[config.mk]
export PLATFORM = sky130hd
export DESIGN_NAME = csu_shift_unit
export DESIGN_NICKNAME = d
export VERILOG_FILES = /design/src/inc/csu_pkg.sv /design/src/inc/csu_acc_if.sv /design/src/core/csu_acc_store.sv /design/src/core/csu_shift_unit.sv
export SDC_FILE = /design/constraint.sdc
export NUM_CORES = 1
export LEC_CHECK = 0
export BUFFER_PORTS_ARGS = -buffer_cell sky130_fd_sc_hd__buf_2
export CAP_MARGIN = 20
export CORE_MARGIN = 2
export CORE_UTILIZATION = 50
export CTS_BUF_LIST = sky130_fd_sc_hd__clkbuf_16
export CTS_CLUSTER_DIAMETER = 100
export DETAILED_ROUTE_END_ITERATION = 16
export PLACE_DENSITY = 0.81
export SLEW_MARGIN = 20
export SYNTH_ARGS = -nofsm -noshare
export SYNTH_HDL_FRONTEND = slang
export SYNTH_HIERARCHICAL = 1
export SYNTH_SLANG_ARGS = --single-unit
[constraint.sdc]
create_clock -name ref_clk -period 5.7 [get_ports ref_clk]
set_input_delay 0.855 -clock ref_clk [delete_from_list [all_inputs] [get_ports ref_clk]]
set_output_delay 0.855 -clock ref_clk [all_outputs]
set_load 0.02 [all_outputs]
[src/inc/csu_pkg.sv]
/*
 * Shared constants and types for the CPU shift unit.
 * Assumes a 24-bit datapath with four accumulators and a ROM routine table.
 */
// Functional notes
// - A one-step left shift moves every bit up, puts zero in bit 0 and sends the old top bit to carry.
// - With a count, the left shift repeats that many times and carry holds the last bit shifted out.
// - Both shifts take any of the four accumulators and an optional 4-bit count, defaulting to one.
// - A shift without a count is one byte and one cycle; with a count it is two bytes and 1 plus count cycles.
// - The right shift is arithmetic, moving bits down and copying the sign bit into the top.
// - With a count, the arithmetic right shift repeats that many times, copying the sign bit each step.
// - The carry-set operation sets carry, clears overflow and leaves the accumulators alone.
// - The display-fill operation writes all ones into display registers 61 and 62.
// - The display-fill operation is a call into a ROM routine, costing that routine's cycles.
package csu_pkg;
	localparam int DATA_W = 24;
	localparam int ACC_NUM = 4;
	localparam int ACC_SEL_W = 2;
	localparam int CNT_W = 4;
	localparam int DISP_ADDR_W = 8;
	localparam logic [DISP_ADDR_W-1:0] DISP_REG_A = 8'h3D; // Address 61
	localparam logic [DISP_ADDR_W-1:0] DISP_REG_B = 8'h3E; // Address 62
	localparam int ROM_ADDR_W = 12;
	localparam logic [ROM_ADDR_W-1:0] FILL_ROUTINE_ADDR = 12'h000;
	localparam logic [1:0] LEN_SHORT = 2'h1;
	localparam logic [1:0] LEN_LONG = 2'h2;
	localparam logic [DATA_W-1:0] ACC_RESET = 24'h000000;
	localparam logic [DATA_W-1:0] DISP_FILL = 24'hFFFFFF;

	typedef enum logic [3:0] {
		OP_NONE = 4'h0,
		OP_SHL = 4'h1,
		OP_SAR = 4'h2,
		OP_CARRY_SET_OP = 4'h3,
		OP_FILL = 4'h4
	} csu_op_e;

	typedef enum logic [2:0] {
		ST_IDLE = 3'b001,
		ST_SHIFT = 3'b010,
		ST_FILL = 3'b100
	} csu_state_e;
endpackage : csu_pkg

[src/inc/csu_acc_if.sv]
/*
 * Port bundle between the shift sequencer and the accumulator store.
 * Assumes one write per cycle and a registered read.
 */
`timescale 1ns/1ps
interface csu_acc_if;
	import csu_pkg::*;
	logic [ACC_SEL_W-1:0] rdSel;
	logic [DATA_W-1:0] rdData;
	logic wrEn;
	logic [ACC_SEL_W-1:0] wrSel;
	logic [DATA_W-1:0] wrData;
	modport ctrl (output rdSel, input rdData, output wrEn, wrSel, wrData);
	modport store (input rdSel, output rdData, input wrEn, wrSel, wrData);
endinterface : csu_acc_if

[src/core/csu_acc_store.sv]
/*
 * Accumulator store: four words with a registered read port.
 * Assumes the sequencer holds the read select one cycle ahead of use.
 */
`timescale 1ns/1ps
module csu_acc_store
	import csu_pkg::*;
(
	input wire logic ref_clk,
	input wire logic resetn,
	csu_acc_if.store acc,
	output logic [ACC_NUM*DATA_W-1:0] accFlat
);
	logic [DATA_W-1:0] mem_ff [ACC_NUM];
	logic [DATA_W-1:0] rd_ff;

	// Word storage
	always_ff @(posedge ref_clk or negedge resetn) begin
		if (!resetn) begin
			for (int i = 0; i < ACC_NUM; i++) begin
				mem_ff[i] <= ACC_RESET;
			end
		end else if (acc.wrEn) begin
			mem_ff[acc.wrSel] <= acc.wrData;
		end
	end

	// Registered read, bypassing a same-cycle write
	always_ff @(posedge ref_clk or negedge resetn) begin
		if (!resetn) begin
			rd_ff <= ACC_RESET;
		end else if (acc.wrEn && acc.wrSel == acc.rdSel) begin
			rd_ff <= acc.wrData;
		end else begin
			rd_ff <= mem_ff[acc.rdSel];
		end
	end

	assign acc.rdData = rd_ff;

	// Flat view for observation
	always_comb begin
		for (int i = 0; i < ACC_NUM; i++) begin
			accFlat[i*DATA_W +: DATA_W] = mem_ff[i];
		end
	end
endmodule : csu_acc_store

[src/core/csu_shift_unit.sv]
/*
 * Shift unit of the CPU datapath: shifts, carry set and display fill call.
 * Assumes the decoder issues one operation pulse while busy is low.
 */
`timescale 1ns/1ps
module csu_shift_unit
	import csu_pkg::*;
#(
	parameter int CW = CNT_W
)(
	input wire logic ref_clk,
	input wire logic resetn,
	input wire logic opValid,
	input wire logic [3:0] opCode,
	input wire logic [ACC_SEL_W-1:0] accumulatorOperand,
	input wire logic countPresent,
	input wire logic [CW-1:0] countValue,
	input wire logic accLoadEn,
	input wire logic [DATA_W-1:0] accLoadData,
	output logic busy,
	output logic opDone,
	output logic [1:0] opBytes,
	output logic carry,
	output logic overflow,
	output logic sign,
	output logic zero,
	output logic [ACC_NUM*DATA_W-1:0] accFlat,
	output logic romCall,
	output logic [ROM_ADDR_W-1:0] romCallAddr,
	output logic dispWrEn,
	output logic [DISP_ADDR_W-1:0] dispWrAddr,
	output logic [DATA_W-1:0] dispWrData
);
	csu_acc_if acc ();
	csu_state_e state_ff;
	logic [CW-1:0] remain_ff;
	logic isLeft_ff;
	logic [ACC_SEL_W-1:0] sel_ff;
	logic [DATA_W-1:0] work_ff;
	logic haveWork_ff;
	logic carry_ff;
	logic ovf_ff;
	logic sign_ff;
	logic zero_ff;
	logic argWait_ff;
	logic loadNow;
	logic startShift;
	logic startSetc;
	logic startFill;
	logic stepNow;
	logic done_ff;
	logic [1:0] bytes_ff;
	logic fillSecond_ff;
	logic dispEn_ff;
	logic [DISP_ADDR_W-1:0] dispAddr_ff;
	logic [DATA_W-1:0] stepVal;
	logic stepOut;
	logic [DATA_W-1:0] srcVal;
	logic lastStep;
	logic start;

	csu_acc_store u_store (
		.ref_clk(ref_clk),
		.resetn(resetn),
		.acc(acc),
		.accFlat(accFlat)
	);

	// One shift step, left logical or right arithmetic
	function automatic logic [DATA_W:0] shiftStep(input logic left,
		input logic [DATA_W-1:0] v);
		if (left) begin
			shiftStep = {v[DATA_W-1], v[DATA_W-2:0], 1'b0};
		end else begin
			shiftStep = {v[0], v[DATA_W-1], v[DATA_W-1:1]};
		end
	endfunction : shiftStep

	// Opcode classes that run the shift sequencer
	function automatic logic isShiftOp(input logic [3:0] op);
		isShiftOp = op == OP_SHL || op == OP_SAR;
	endfunction : isShiftOp

	// Issue decode
	assign start = opValid && state_ff == ST_IDLE;
	assign startShift = start && isShiftOp(opCode);
	assign startSetc = start && opCode == OP_CARRY_SET_OP;
	assign startFill = start && opCode == OP_FILL;
	assign busy = state_ff != ST_IDLE;
	// A load from the register file side is taken only while idle and
	// no operation is issued, so it never races a shift write-back
	assign loadNow = accLoadEn && state_ff == ST_IDLE && !opValid;
	assign acc.rdSel = start ? accumulatorOperand : sel_ff;
	// First step uses the freshly read word, later steps the held result
	assign srcVal = haveWork_ff ? work_ff : acc.rdData;
	assign {stepOut, stepVal} = shiftStep(isLeft_ff, srcVal);
	// The count byte costs one cycle before the first step
	assign stepNow = state_ff == ST_SHIFT && !argWait_ff;
	assign lastStep = stepNow && remain_ff <= CW'(1);
	// One write port shared by the shift write-back and operand loads
	assign acc.wrEn = lastStep || loadNow;
	assign acc.wrSel = lastStep ? sel_ff : accumulatorOperand;
	assign acc.wrData = lastStep ? stepVal : accLoadData;

	// Sequencer; the accumulator read overlaps the issue cycle, so a
	// plain shift is busy one cycle and a count of p 1 + p cycles
	always_ff @(posedge ref_clk or negedge resetn) begin
		if (!resetn) begin
			state_ff <= ST_IDLE;
		end else begin
			case (state_ff)
				ST_IDLE: begin
					if (startShift) begin
						state_ff <= ST_SHIFT;
					end else if (startFill) begin
						state_ff <= ST_FILL;
					end
				end
				ST_SHIFT: begin
					if (lastStep) begin
						state_ff <= ST_IDLE;
					end
				end
				ST_FILL: begin
					if (fillSecond_ff) begin
						state_ff <= ST_IDLE;
					end
				end
				default: state_ff <= ST_IDLE;
			endcase
		end
	end

	// Operand capture and repeat counting
	always_ff @(posedge ref_clk or negedge resetn) begin
		if (!resetn) begin
			remain_ff <= '0;
			isLeft_ff <= 1'b0;
			sel_ff <= '0;
			haveWork_ff <= 1'b0;
			work_ff <= ACC_RESET;
		end else if (start) begin
			// Absent count means one step; zero count is taken as one
			remain_ff <= (countPresent && countValue != '0) ?
				countValue : CW'(1);
			isLeft_ff <= opCode == OP_SHL;
			sel_ff <= accumulatorOperand;
			haveWork_ff <= 1'b0;
		end else if (stepNow) begin
			remain_ff <= remain_ff - CW'(1);
			work_ff <= stepVal;
			haveWork_ff <= 1'b1;
		end
	end

	// Count byte fetch: a counted shift waits one cycle before stepping
	always_ff @(posedge ref_clk or negedge resetn) begin
		if (!resetn) begin
			argWait_ff <= 1'b0;
		end else if (startShift) begin
			argWait_ff <= countPresent;
		end else begin
			argWait_ff <= 1'b0;
		end
	end

	// Carry: forced by carry set, else the bit leaving each step
	always_ff @(posedge ref_clk or negedge resetn) begin
		if (!resetn) begin
			carry_ff <= 1'b0;
		end else if (startSetc) begin
			carry_ff <= 1'b1;
		end else if (stepNow) begin
			carry_ff <= stepOut;
		end
	end

	// Overflow: cleared by carry set, else a sign change in the step
	always_ff @(posedge ref_clk or negedge resetn) begin
		if (!resetn) begin
			ovf_ff <= 1'b0;
		end else if (startSetc) begin
			ovf_ff <= 1'b0;
		end else if (stepNow) begin
			ovf_ff <= srcVal[DATA_W-1] ^ stepVal[DATA_W-1];
		end
	end

	// Sign follows the top bit of each step's result
	always_ff @(posedge ref_clk or negedge resetn) begin
		if (!resetn) begin
			sign_ff <= 1'b0;
		end else if (stepNow) begin
			sign_ff <= stepVal[DATA_W-1];
		end
	end

	// Zero marks an all-clear step result
	always_ff @(posedge ref_clk or negedge resetn) begin
		if (!resetn) begin
			zero_ff <= 1'b0;
		end else if (stepNow) begin
			zero_ff <= stepVal == '0;
		end
	end

	// Completion pulse and instruction length
	always_ff @(posedge ref_clk or negedge resetn) begin
		if (!resetn) begin
			done_ff <= 1'b0;
			bytes_ff <= 2'h0;
		end else begin
			done_ff <= lastStep || (state_ff == ST_FILL && fillSecond_ff)
				|| startSetc;
			if (start) begin
				bytes_ff <= (countPresent && isShiftOp(opCode)) ?
					LEN_LONG : LEN_SHORT;
			end
		end
	end

	// Display fill routine: two all-ones writes after the ROM call
	always_ff @(posedge ref_clk or negedge resetn) begin
		if (!resetn) begin
			fillSecond_ff <= 1'b0;
			dispEn_ff <= 1'b0;
			dispAddr_ff <= '0;
		end else if (state_ff == ST_FILL) begin
			fillSecond_ff <= ~fillSecond_ff;
			dispEn_ff <= 1'b1;
			dispAddr_ff <= fillSecond_ff ? DISP_REG_B : DISP_REG_A;
		end else begin
			fillSecond_ff <= 1'b0;
			dispEn_ff <= 1'b0;
		end
	end

	assign opDone = done_ff;
	assign opBytes = bytes_ff;
	assign carry = carry_ff;
	assign overflow = ovf_ff;
	assign sign = sign_ff;
	assign zero = zero_ff;
	assign romCall = startFill;
	assign romCallAddr = FILL_ROUTINE_ADDR;
	assign dispWrEn = dispEn_ff;
	assign dispWrAddr = dispAddr_ff;
	assign dispWrData = DISP_FILL;
endmodule : csu_shift_unit

==> results.sh, run 1 <==
export IMPL_outcome="completed"
export IMPL_cts_root_buf="clkbuf_16"
export IMPL_crit_path_end_kind="flip-flop"
export IMPL_ir_drop_uv=389
export IMPL_drc_errors=0
export IMPL_p_sw_uw=1620
export IMPL_synth_edff_count=0
export IMPL_post_cts_buffers=0
export IMPL_start_kind="flip-flop"
export IMPL_finalSetupTns_ps=0
export IMPL_grt_pass1_vias=5570
export IMPL_clockBufferDepth=2
export IMPL_drive_gt1_share_pct=50.7
export IMPL_min_path_type="reg -> reg"
export IMPL_core_mm2=0.0167
export IMPL_antenna_found_initial=0
export IMPL_dr_pass1_iters=5
export IMPL_drv_cap=0
export IMPL_syn_avg_cell_area_um2=13.9
export IMPL_ys_warn_count=6
export IMPL_power_density_mw_per_mm2=487
export IMPL_grt_max_degree=107
export IMPL_dieArea_mm2=0.0182
export IMPL_num_rows=47
export IMPL_drt_iter0_drc=352
export IMPL_drv_slew=0
export IMPL_max_slew_margin_pct=33.2
export IMPL_chipWidth_um=135
export IMPL_synth_seq_cells=168
export IMPL_seqPwrFrac_pct=38.4
export IMPL_track_usage_pct=22.4
export IMPL_start_util_pct=51.4
export IMPL_power_share_clock_pct=28.0
export IMPL_power_leakage_uw=0.00484
export IMPL_syn_to_final_growth_pct=16.2
export IMPL_place_ws_ps=1330
export IMPL_yosysUniqueCellTypes=53
export IMPL_cts_sinks=168
export IMPL_dp_cells=954
export IMPL_drt_wl_total_um=19600
export IMPL_path_max_fanout=33
export IMPL_critical_path_class="reg -> reg"
export IMPL_async_reset_ff_share_pct=100
export IMPL_nets=794
export IMPL_gr_total_overflow=0
export IMPL_grt_pass1_wl_um=31100
export IMPL_worstPathArrival_ps=4590
export IMPL_power_internal_uw=3230
export IMPL_cts_resized=0
export IMPL_vias=5517
export IMPL_tritoncts="yes"
export IMPL_htree_levels=4
export IMPL_hold_viol=0
export IMPL_clk_latency_ps=430
export IMPL_max_freq_mhz=233
export IMPL_drtAntennaViolNets=0
export IMPL_comb_power_share_pct=33.6
export IMPL_ys_flop_type="dfrtp_1"
export IMPL_vias_per_cell=5.60
export IMPL_wl_per_cell_um=19.9
export IMPL_seq_area_frac_synth_pct=49.0
export IMPL_diodes=0
export IMPL_whs_ps=479
export IMPL_clk_pin_slew_worst_paths_ps=60
export IMPL_layout_commonest_cell="dfrtp_1"
export IMPL_numPortBuffers=150
export IMPL_cts_inserted_buffers=17
export IMPL_io_pin_count=189
export IMPL_switching_share_pct=33.4
export IMPL_critPathRequiredTime_ps=6010
export IMPL_dpl_hpwl_um=12900
export IMPL_worstMarginPinSlew_ps=999
export IMPL_gp_congestion=0.825
export IMPL_setup_ws_ps=1420
export IMPL_mostFrequentLayoutCells="dfrtp_1 (166), buf_2 (149), mux2_2 (98), nand2_1 (93), mux2_4 (45)"
export IMPL_setup_viol=0
export IMPL_die_h_um=135
export IMPL_min_period_over_period_pct=75.1
export IMPL_min_period_ps=4280
export IMPL_rsz0062_at_grt="false"
export IMPL_cts_hold_buf=0
export IMPL_syn_inst=617
export IMPL_syn_area_mm2=0.00858
export IMPL_worst_clock_skew_ps=8.14
export IMPL_stdcell_count=986
==> critical path, stage by stage (launching register included) <==
cell     delay [ps]
dfrtp_1         450
or4b_2         1020
or3_4           740
mux2_4          410
xnor2_1         200
nand3_2         750
mux2_4          580
==> power by group through the flow <==
stage / Clock (uW) / Sequential (uW) / Combinational, uW
after floorplan: 0 / 2090 / 917
after global placement: 0 / 1860 / 1590
after detailed placement: 0 / 1870 / 1620
after CTS: 1370 / 1860 / 1650
after global routing: 1430 / 1910 / 1740
final: 1360 / 1860 / 1630
==> synth_stat cells, types with 2 or more instances <==
cell type,count,area [um2]
a21oi_1,3,15.0
buf_12,2,40.0
buf_2,13,65.1
buf_4,48,360
buf_6,4,45.0
clkbuf_1,9,33.8
conb_1,2,7.51
dfrtp_1,167,4180
ha_1,2,25.0
inv_1,6,22.5
mux2_1,2,22.5
mux2_2,98,1100
mux2_4,45,676
mux4_1,4,105
mux4_2,44,991
nand2_1,94,353
nand2b_1,4,25.0
nand3_1,5,25.0
nand3b_1,2,15.0
nor2_1,7,26.3
nor3_1,3,15.0
nor4_1,7,43.8
o21ai_0,7,35.0
o221ai_1,2,17.5
or2_2,2,12.5
or3_1,3,18.8
xnor2_1,3,26.3
xor2_1,4,35.0
==> flip-flops by register name, indices dropped and copies added, names as in the netlist <==
name and cells:
work_ff 24, zero 1, isLeft_ff 1, opBytes 2, haveWork_ff 1, u_store/acc.rdData 24, dispWrEn 1, overflow 1
fillSecond_ff 1, sel_ff 2, u_store/accFlat 96, dispWrAddr 3, opDone 1, state_ff 3, sign 1, argWait_ff 1
carry 1, remain_ff 4
==> routing by layer <==
| layer | GRT usage, % | vias to the layer above | routed length [um] |
|---|---|---|---|
| li1 | - | 2418 | - |
| met1 | 30.6 | 2851 | 8340 |
| met2 | 36.3 | 224 | 9640 |
| met3 | 5.97 | 24 | 1370 |
| met4 | 5.50 | 0 | 247 |
| met5 | 0 | - | 0 |
==> worst paths after layout <==
| kind | startpoint | endpoint | slack (ps) | cells past startpoint |
|---|---|---|---|---|
| hold reg to reg | dispWrAddr[1] | dispWrAddr[1] | 480 | 2 |
| setup reg to reg | state_ff[2] | u_store/acc.rdData[7] | 1420 | 6 |
| hold / removal | dispWrAddr[1] | dispWrAddr[1] | 480 | 2 |
| max in group asynchronous | resetn | u_store/accFlat[36] | 3770 | 2 |
| min in group asynchronous | resetn | u_store/accFlat[58] | 540 | 1 |
| setup / recovery | state_ff[2] | u_store/acc.rdData[7] | 1420 | 6 |
==> cell families (layout without fill, tap and decap cells) <==
group | count (synthesis) | count (layout) | share of synthesized area, %
XOR/XNOR | 7 | 7 | 0.715
AO/OA/AOI/OAI | 22 | 22 | 1.78
flip-flops | 168 | 168 | 49.0
AND/OR/NAND/NOR | 138 | 138 | 7.50
adder cells (fa/ha/maj) | 2 | 2 | 0.292
buffers and inverters | 84 | 197 | 6.71
multiplexers | 194 | 194 | 33.9
other | 2 | 38 | 0.0875
==> layout make-up <==
| type | instances | area [um2] |
|---|---|---|
| Clock inverter | 15 | 273 |
| Clock buffer | 17 | 425 |
| Sequential cell | 168 | 4210 |
| Tap cell | 220 | 275 |
| Timing Repair Buffer | 159 | 825 |
| Fill cell | 1313 | 6730 |
| Multi-Input combinational cell | 401 | 3940 |
| Inverter | 6 | 22.5 |
==> metrics by stage <==
stage,total power [uW],area (um2),util (%)
finish,4850,9970,59.7
global route,5080,9970,59.7
CTS,4880,9970,59.7
detailed placement,3490,9270,55.5
global placement,3450,9270,55.5
floorplan,3000,8710,-
(Power assumes the default switching activity.)
==> run 2, diff against run 1 <==
Settings changed: ABC_AREA set to 1, PLACE_DENSITY 0.81 to 0.84.
Clock period 5.7 ns to 3.6 ns, I/O delays scaled along.
==> run 2 against run 1 <==
Clock power up 26%. Non-clock buffer count up 6. Maximum frequency up 40%. Largest cell class unchanged. Critical path depth up 4. Critical path type unchanged. Setup slack worse by 880 ps. Global-route usage up 3.1 points. Clock-buffer cell count unchanged.
==> results.sh, run 2 <==
export IMPL_outcome="completed"
export IMPL_clk_latency_ps=430
export IMPL_core_mm2=0.0173
export IMPL_crit_family="simple AND/OR/NAND/NOR gates"
export IMPL_worstPathArrival_ps=3380
export IMPL_ir_drop_uv=379
export IMPL_dpl_hpwl_um=16500
export IMPL_vias=8068
export IMPL_max_slew_margin_pct=36.8
export IMPL_worst_clock_skew_ps=7.94
export IMPL_antenna_found_initial=2
export IMPL_setup_viol=0
export IMPL_met2_length_um=11000
export IMPL_max_stage_delay_ps=580
export IMPL_min_period_ps=3060
export IMPL_num_rows=48
export IMPL_max_freq_mhz=327
export IMPL_gp_congestion=0.913
export IMPL_worstMarginPinSlew_ps=948
export IMPL_io_pin_count=189
export IMPL_dr_max_layer_used="met5"
export IMPL_drt_iter0_drc=891
export IMPL_place_ws_ps=566
export IMPL_nets=1344
export IMPL_clk_pin_slew_worst_paths_ps=60
export IMPL_power_leakage_uw=0.00565
export IMPL_dr_pass1_iters=5
export IMPL_synth_most_common_cell="nand2_1"
export IMPL_start_util_pct=51.0
export IMPL_drive_gt1_share_pct=16.6
export IMPL_rsz0062_at_grt="false"
export IMPL_drtAntennaViolNets=0
export IMPL_worst_path_buf_inv=2
export IMPL_cts_resized=0
export IMPL_layout_commonest_cell="nand2_1"
export IMPL_muxShareOfSynthArea_pct=0.128
export IMPL_die_h_um=137
export IMPL_synth_fa_ha_area_share_pct=0.284
export IMPL_dieArea_mm2=0.0187
export IMPL_synth_edff_count=0
export IMPL_stdcell_area_mm2=0.0100
export IMPL_largest_reg_flops=96
export IMPL_cts_root_buf="clkbuf_16"
export IMPL_synth_xor_area_share_pct=0.0993
export IMPL_wl_per_cell_um=15.2
export IMPL_synth_common_cells="nand2_1 (422), dfrtp_1 (167), o21ai_0 (145)"
export IMPL_slowest_stage="dfstp_2"
export IMPL_yosysUniqueCellTypes=37
export IMPL_path_max_fanout=28
export IMPL_path_cells="nand4_2, inv_1, o21ai_4, buf_4, nand2_1, nand2_1, nor2_4, nand2_4, nand2_1, nand2_1"
export IMPL_min_period_over_period_pct=85.0
export IMPL_yosys_top_cells_area="dfrtp_1 (47%), nand2_1 (18%), o21ai_0 (8.2%)"
export IMPL_syn_to_final_growth_pct=13.5
export IMPL_tritoncts="yes"
export IMPL_syn_avg_cell_area_um2=7.43
export IMPL_power_density_mw_per_mm2=625
export IMPL_ys_flop_type="dfrtp_1"
export IMPL_wirelength_met1_um=9930
export IMPL_mostFrequentLayoutCells="nand2_1 (422), dfrtp_1 (167), buf_2 (149), inv_1 (145), o21ai_0 (143)"
export IMPL_critPathRequiredTime_ps=3920
export IMPL_cts_inserted_buffers=17
export IMPL_ys_warn_count=6
export IMPL_track_usage_pct=25.5
export IMPL_synth_top_family_by_area="simple AND/OR/NAND/NOR gates"
export IMPL_hold_viol=0
export IMPL_seq_area_frac_synth_pct=47.7
export IMPL_cts_sinks=168
export IMPL_grt_pass1_wl_um=37300
export IMPL_diodes=0
export IMPL_numPortBuffers=150
export IMPL_chipWidth_um=137
export IMPL_grt_max_degree=78
export IMPL_finalSetupTns_ps=0
export IMPL_crit_path_end_kind="flip-flop"
export IMPL_cp_common_cell="nand2_1"
export IMPL_vias_per_cell=5.24
export IMPL_dr_wl_met3_um=1970
export IMPL_drc_errors=0
export IMPL_async_reset_ff_share_pct=100
export IMPL_dpl_instance_area_mm2=0.00946
export IMPL_drv_cap=0
export IMPL_critical_path_class="reg -> reg"
export IMPL_synth_compound_area_share_pct=9.64
export IMPL_syn_area_mm2=0.00882
export IMPL_cts_hold_buf=0
export IMPL_drt_wl_total_um=23400
export IMPL_synth_simple_area_share_pct=28.2
export IMPL_clockBufferDepth=2
export IMPL_setup_ws_ps=539
export IMPL_synth_seq_cells=168
export IMPL_post_cts_buffers=0
export IMPL_drv_slew=0
export IMPL_grt_pass1_vias=7460
export IMPL_start_kind="flip-flop"
export IMPL_synth_top_area_cell="dfrtp_1"
export IMPL_synth_top_cell_area_share_pct=47.4
export IMPL_htree_levels=4
export IMPL_syn_inst=1186
export IMPL_min_path_type="in -> async"
export IMPL_gr_total_overflow=0
[run 2: final cells by class]
cell class              count  area [um2]
fillers                  1550        7290
flip-flops and latches    168        4210
multi-input cells         801        3540
repair buffers            165         870
inverters                 150         566
clock buffers              17         425
well taps                 225         282
clock inverters            15         120
[run 2: report_power, final]
part / switching (uW) / internal (uW) / total, uW / leakage [uW]
Combinational: 1310 / 616 / 1930 / 0.00326
Clock: 715 / 994 / 1710 / 0.000265
Sequential: 316 / 2300 / 2620 / 0.00213
[run 2: routing by layer]
metal / vias to the layer above / global-route usage [%]
li1: 3855 / -
met1: 3761 / 35.5
met2: 400 / 39.1
met3: 48 / 6.19
met4: 4 / 8.88
met5: - / 0
[run 2: worst paths after layout]
path                          startpoint                     to  slack [ps]  cells after the start
min reg2reg                fillSecond_ff          fillSecond_ff         440                      1
min                               resetn               dispWrEn         140                      1
max                          state_ff[0]  u_store/acc.rdData[9]         540                     10
min in group ref_clk       countValue[1]           remain_ff[1]         390                      3
max in group asynchronous         resetn  u_store/acc.rdData[5]        2560                      2
max reg2reg                  state_ff[0]  u_store/acc.rdData[9]         540                     10
[run 2: kinds of logic (layout without fill, tap and decap cells)]
logic type,count (synthesis),in the layout
AO/OA/AOI/OAI,165,165
flip-flops,168,168
other,2,38
AND/OR/NAND/NOR,594,594
adder cells (fa/ha/maj),2,2
buffers and inverters,253,347
multiplexers,1,1
XOR/XNOR,1,1
[run 2: worst reg2reg max path: stages, from the launching register on]
cell and delay [ps]:
dfstp_2 580, nand4_2 210, inv_1 410, o21ai_4 260
buf_4 320, nand2_1 100, nand2_1 90, nor2_4 450
nand2_4 290, nand2_1 170, nand2_1 60
[run 2: per-stage QoR]
step                cells  utilization [%]  power [uW]  hold slack [ps]
floorplan            1222                -        3910              244
global placement     1509             54.7        4480              426
detailed placement   1509             54.7        4540              431
CTS                  1541             57.8        6250              159
global route         1541             57.8        6630              179
finish               1541             57.8        6250              141
==> run 3, diff against run 2 <==
==> constraint.sdc (replaced) <==
create_clock -name ref_clk -period 3.6 [get_ports ref_clk]
set_input_delay 0 -clock ref_clk [delete_from_list [all_inputs] [get_ports ref_clk]]
set_output_delay 0 -clock ref_clk [all_outputs]
set_load 0.02 [all_outputs]
==> run 3 against run 2 <==
Maximum frequency decreased by 6.3%. Via count increased by 2.6%. Non-clock buffer count increased by 13. Worst hold slack got worse by 120 ps. Sequential share of layout area decreased by 0.77 points. Combinational power about the same. Clock-buffer cell count unchanged. Sequential power about the same. Register-to-register slack got worse by 200 ps. Critical path depth increased by 2. Die area unchanged. Setup slack got worse by 200 ps.
==> results.sh, run 3 (synthesis results as in run 2) <==
export IMPL_numPortBuffers=150
export IMPL_r2r_start="state_ff[0]"
export IMPL_start_kind="flip-flop"
export IMPL_vias=8275
export IMPL_antenna_found_initial=2
export IMPL_dieArea_mm2=0.0187
export IMPL_path_max_fanout=26
export IMPL_critPathRequiredTime_ps=3920
export IMPL_drt_iter0_drc=949
export IMPL_dr_max_layer_used="met4"
export IMPL_cts_root_buf="clkbuf_16"
export IMPL_drt_wl_total_um=24000
export IMPL_worstPathArrival_ps=3580
export IMPL_num_rows=48
export IMPL_min_period_ps=3270
export IMPL_start_util_pct=51.0
export IMPL_max_freq_mhz=306
export IMPL_outcome="completed"
export IMPL_cp_startpoint="state_ff[0]"
export IMPL_slowest_stage="dfstp_2"
export IMPL_chipWidth_um=137
export IMPL_core_mm2=0.0173
export IMPL_max_slew_margin_pct=38.0
export IMPL_io_pin_count=189
export IMPL_wl_per_cell_um=15.4
export IMPL_worst_clock_skew_ps=7.03
export IMPL_gr_total_overflow=0
export IMPL_critical_path_class="reg -> reg"
export IMPL_ir_drop_uv=383
export IMPL_cts_inserted_buffers=17
export IMPL_dr_pass1_iters=5
export IMPL_power_density_mw_per_mm2=627
export IMPL_dpl_hpwl_um=16300
export IMPL_drc_errors=0
export IMPL_max_stage_delay_ps=590
export IMPL_path_cells="nand4_2, inv_1, nand2_1, o21ai_2, buf_4, inv_2, nand2_1, nand2_1, nor2_4, nand2_4, nand2_1, nand2_1"
export IMPL_drtAntennaViolNets=0
export IMPL_track_usage_pct=26.4
export IMPL_tritoncts="yes"
export IMPL_gp_congestion=0.872
export IMPL_layout_commonest_cell="nand2_1"
export IMPL_crit_path_end_kind="flip-flop"
export IMPL_mostFrequentLayoutCells="nand2_1 (422), dfrtp_1 (167), buf_2 (149), inv_1 (143), o21ai_0 (143)"
export IMPL_htree_levels=4
export IMPL_cp_common_cell="nand2_1"
export IMPL_hold_start="accLoadData[22]"
export IMPL_dr_wl_met3_um=1900
export IMPL_nets=1357
export IMPL_power_leakage_uw=0.00572
export IMPL_min_period_over_period_pct=90.7
export IMPL_whs_ps=25.9
export IMPL_drv_slew=0
export IMPL_grt_pass1_wl_um=38500
export IMPL_setup_viol=0
export IMPL_cts_resized=0
export IMPL_largest_reg_flops=96
export IMPL_drv_cap=0
export IMPL_clockBufferDepth=2
export IMPL_finalSetupTns_ps=0
export IMPL_syn_to_final_growth_pct=15.6
export IMPL_met2_length_um=11200
export IMPL_cts_sinks=168
export IMPL_die_h_um=137
export IMPL_vias_per_cell=5.32
export IMPL_rsz0062_at_grt="false"
export IMPL_drive_gt1_share_pct=16.6
export IMPL_min_path_type="in -> reg"
export IMPL_wirelength_met1_um=10100
export IMPL_clk_pin_slew_worst_paths_ps=60
export IMPL_grt_pass1_vias=7502
export IMPL_hold_viol=0
export IMPL_grt_max_degree=114
export IMPL_clk_latency_ps=430
export IMPL_worstMarginPinSlew_ps=929
## run 3: cell types whose count changed in the layout (fill, tap and decap cells not counted), moves of 2 or more
cell           previous run  this run
clkinv_4                  0         2
inv_1                   145       143
clkinv_1                  7         4
diode_2                   0         2
buf_4                    15        12
dlygate4sd3_1             0        16
## run 3: timing repair
item                      4_1_cts  5_1_grt
hold buffers                   16        0
hold endpoints to repair      125        0
buffers inserted                0        0
## run 3: stage by stage
| step | power, uW | cells | area (um2) | setup WS [ps] | util (%) |
|---|---|---|---|---|---|
| 5_1_grt | 6760 | 1555 | 10200 | 78.8 | 58.9 |
| 6_report | 6390 | 1556 | 10200 | 334 | 58.9 |
| 2_1_floorplan | 3910 | 1222 | 8950 | 1170 | - |
| 3_3_place_gp | 4480 | 1506 | 9440 | 539 | 54.6 |
| 3_5_place_dp | 4540 | 1506 | 9440 | 437 | 54.6 |
| 4_1_cts | 6380 | 1554 | 10200 | 408 | 58.9 |
## run 3: power by group
group / internal, uW / switching [uW] / total [uW]
sequential: 2300 / 321 / 2620
clock: 1080 / 742 / 1820
combinational: 624 / 1320 / 1950
total: 4000 / 2390 / 6390
## run 3: routing by layer
| metal | global-route usage, % | vias up |
|---|---|---|
| li1 | - | 3880 |
| met1 | 36.9 | 3903 |
| met2 | 40.1 | 426 |
| met3 | 5.52 | 66 |
| met4 | 10.9 | 0 |
| met5 | 0 | - |
## run 3: final timing paths
kind                                                to  slack, ps  depth (start not counted)
worst max-delay path            u_store/acc.rdData[20]        330                         12
worst min-delay path            u_store/acc.rdData[22]         30                          5
worst max register to register  u_store/acc.rdData[20]        330                         12
worst min register to register           fillSecond_ff        440                          1
max in group asynchronous          u_store/accFlat[54]       2400                          3
min in group asynchronous          u_store/accFlat[70]        250                          2
## run 3: worst max-delay path: cells and delay by family, from the launching register on
family	cells	cell delay (ps)
simple gates	8	1500
compound gates	1	80
buf+inv	3	980
flops	1	590
## run 3: cell type report
cell class | count | area [um2]
Fill cell | 1510 | 7110
Sequential cell | 168 | 4210
Multi-Input combinational cell | 801 | 3540
Timing Repair Buffer | 178 | 1010
Inverter | 150 | 566
Clock buffer | 17 | 425
Tap cell | 225 | 282
Clock inverter | 15 | 161
Antenna cell | 2 | 5.00
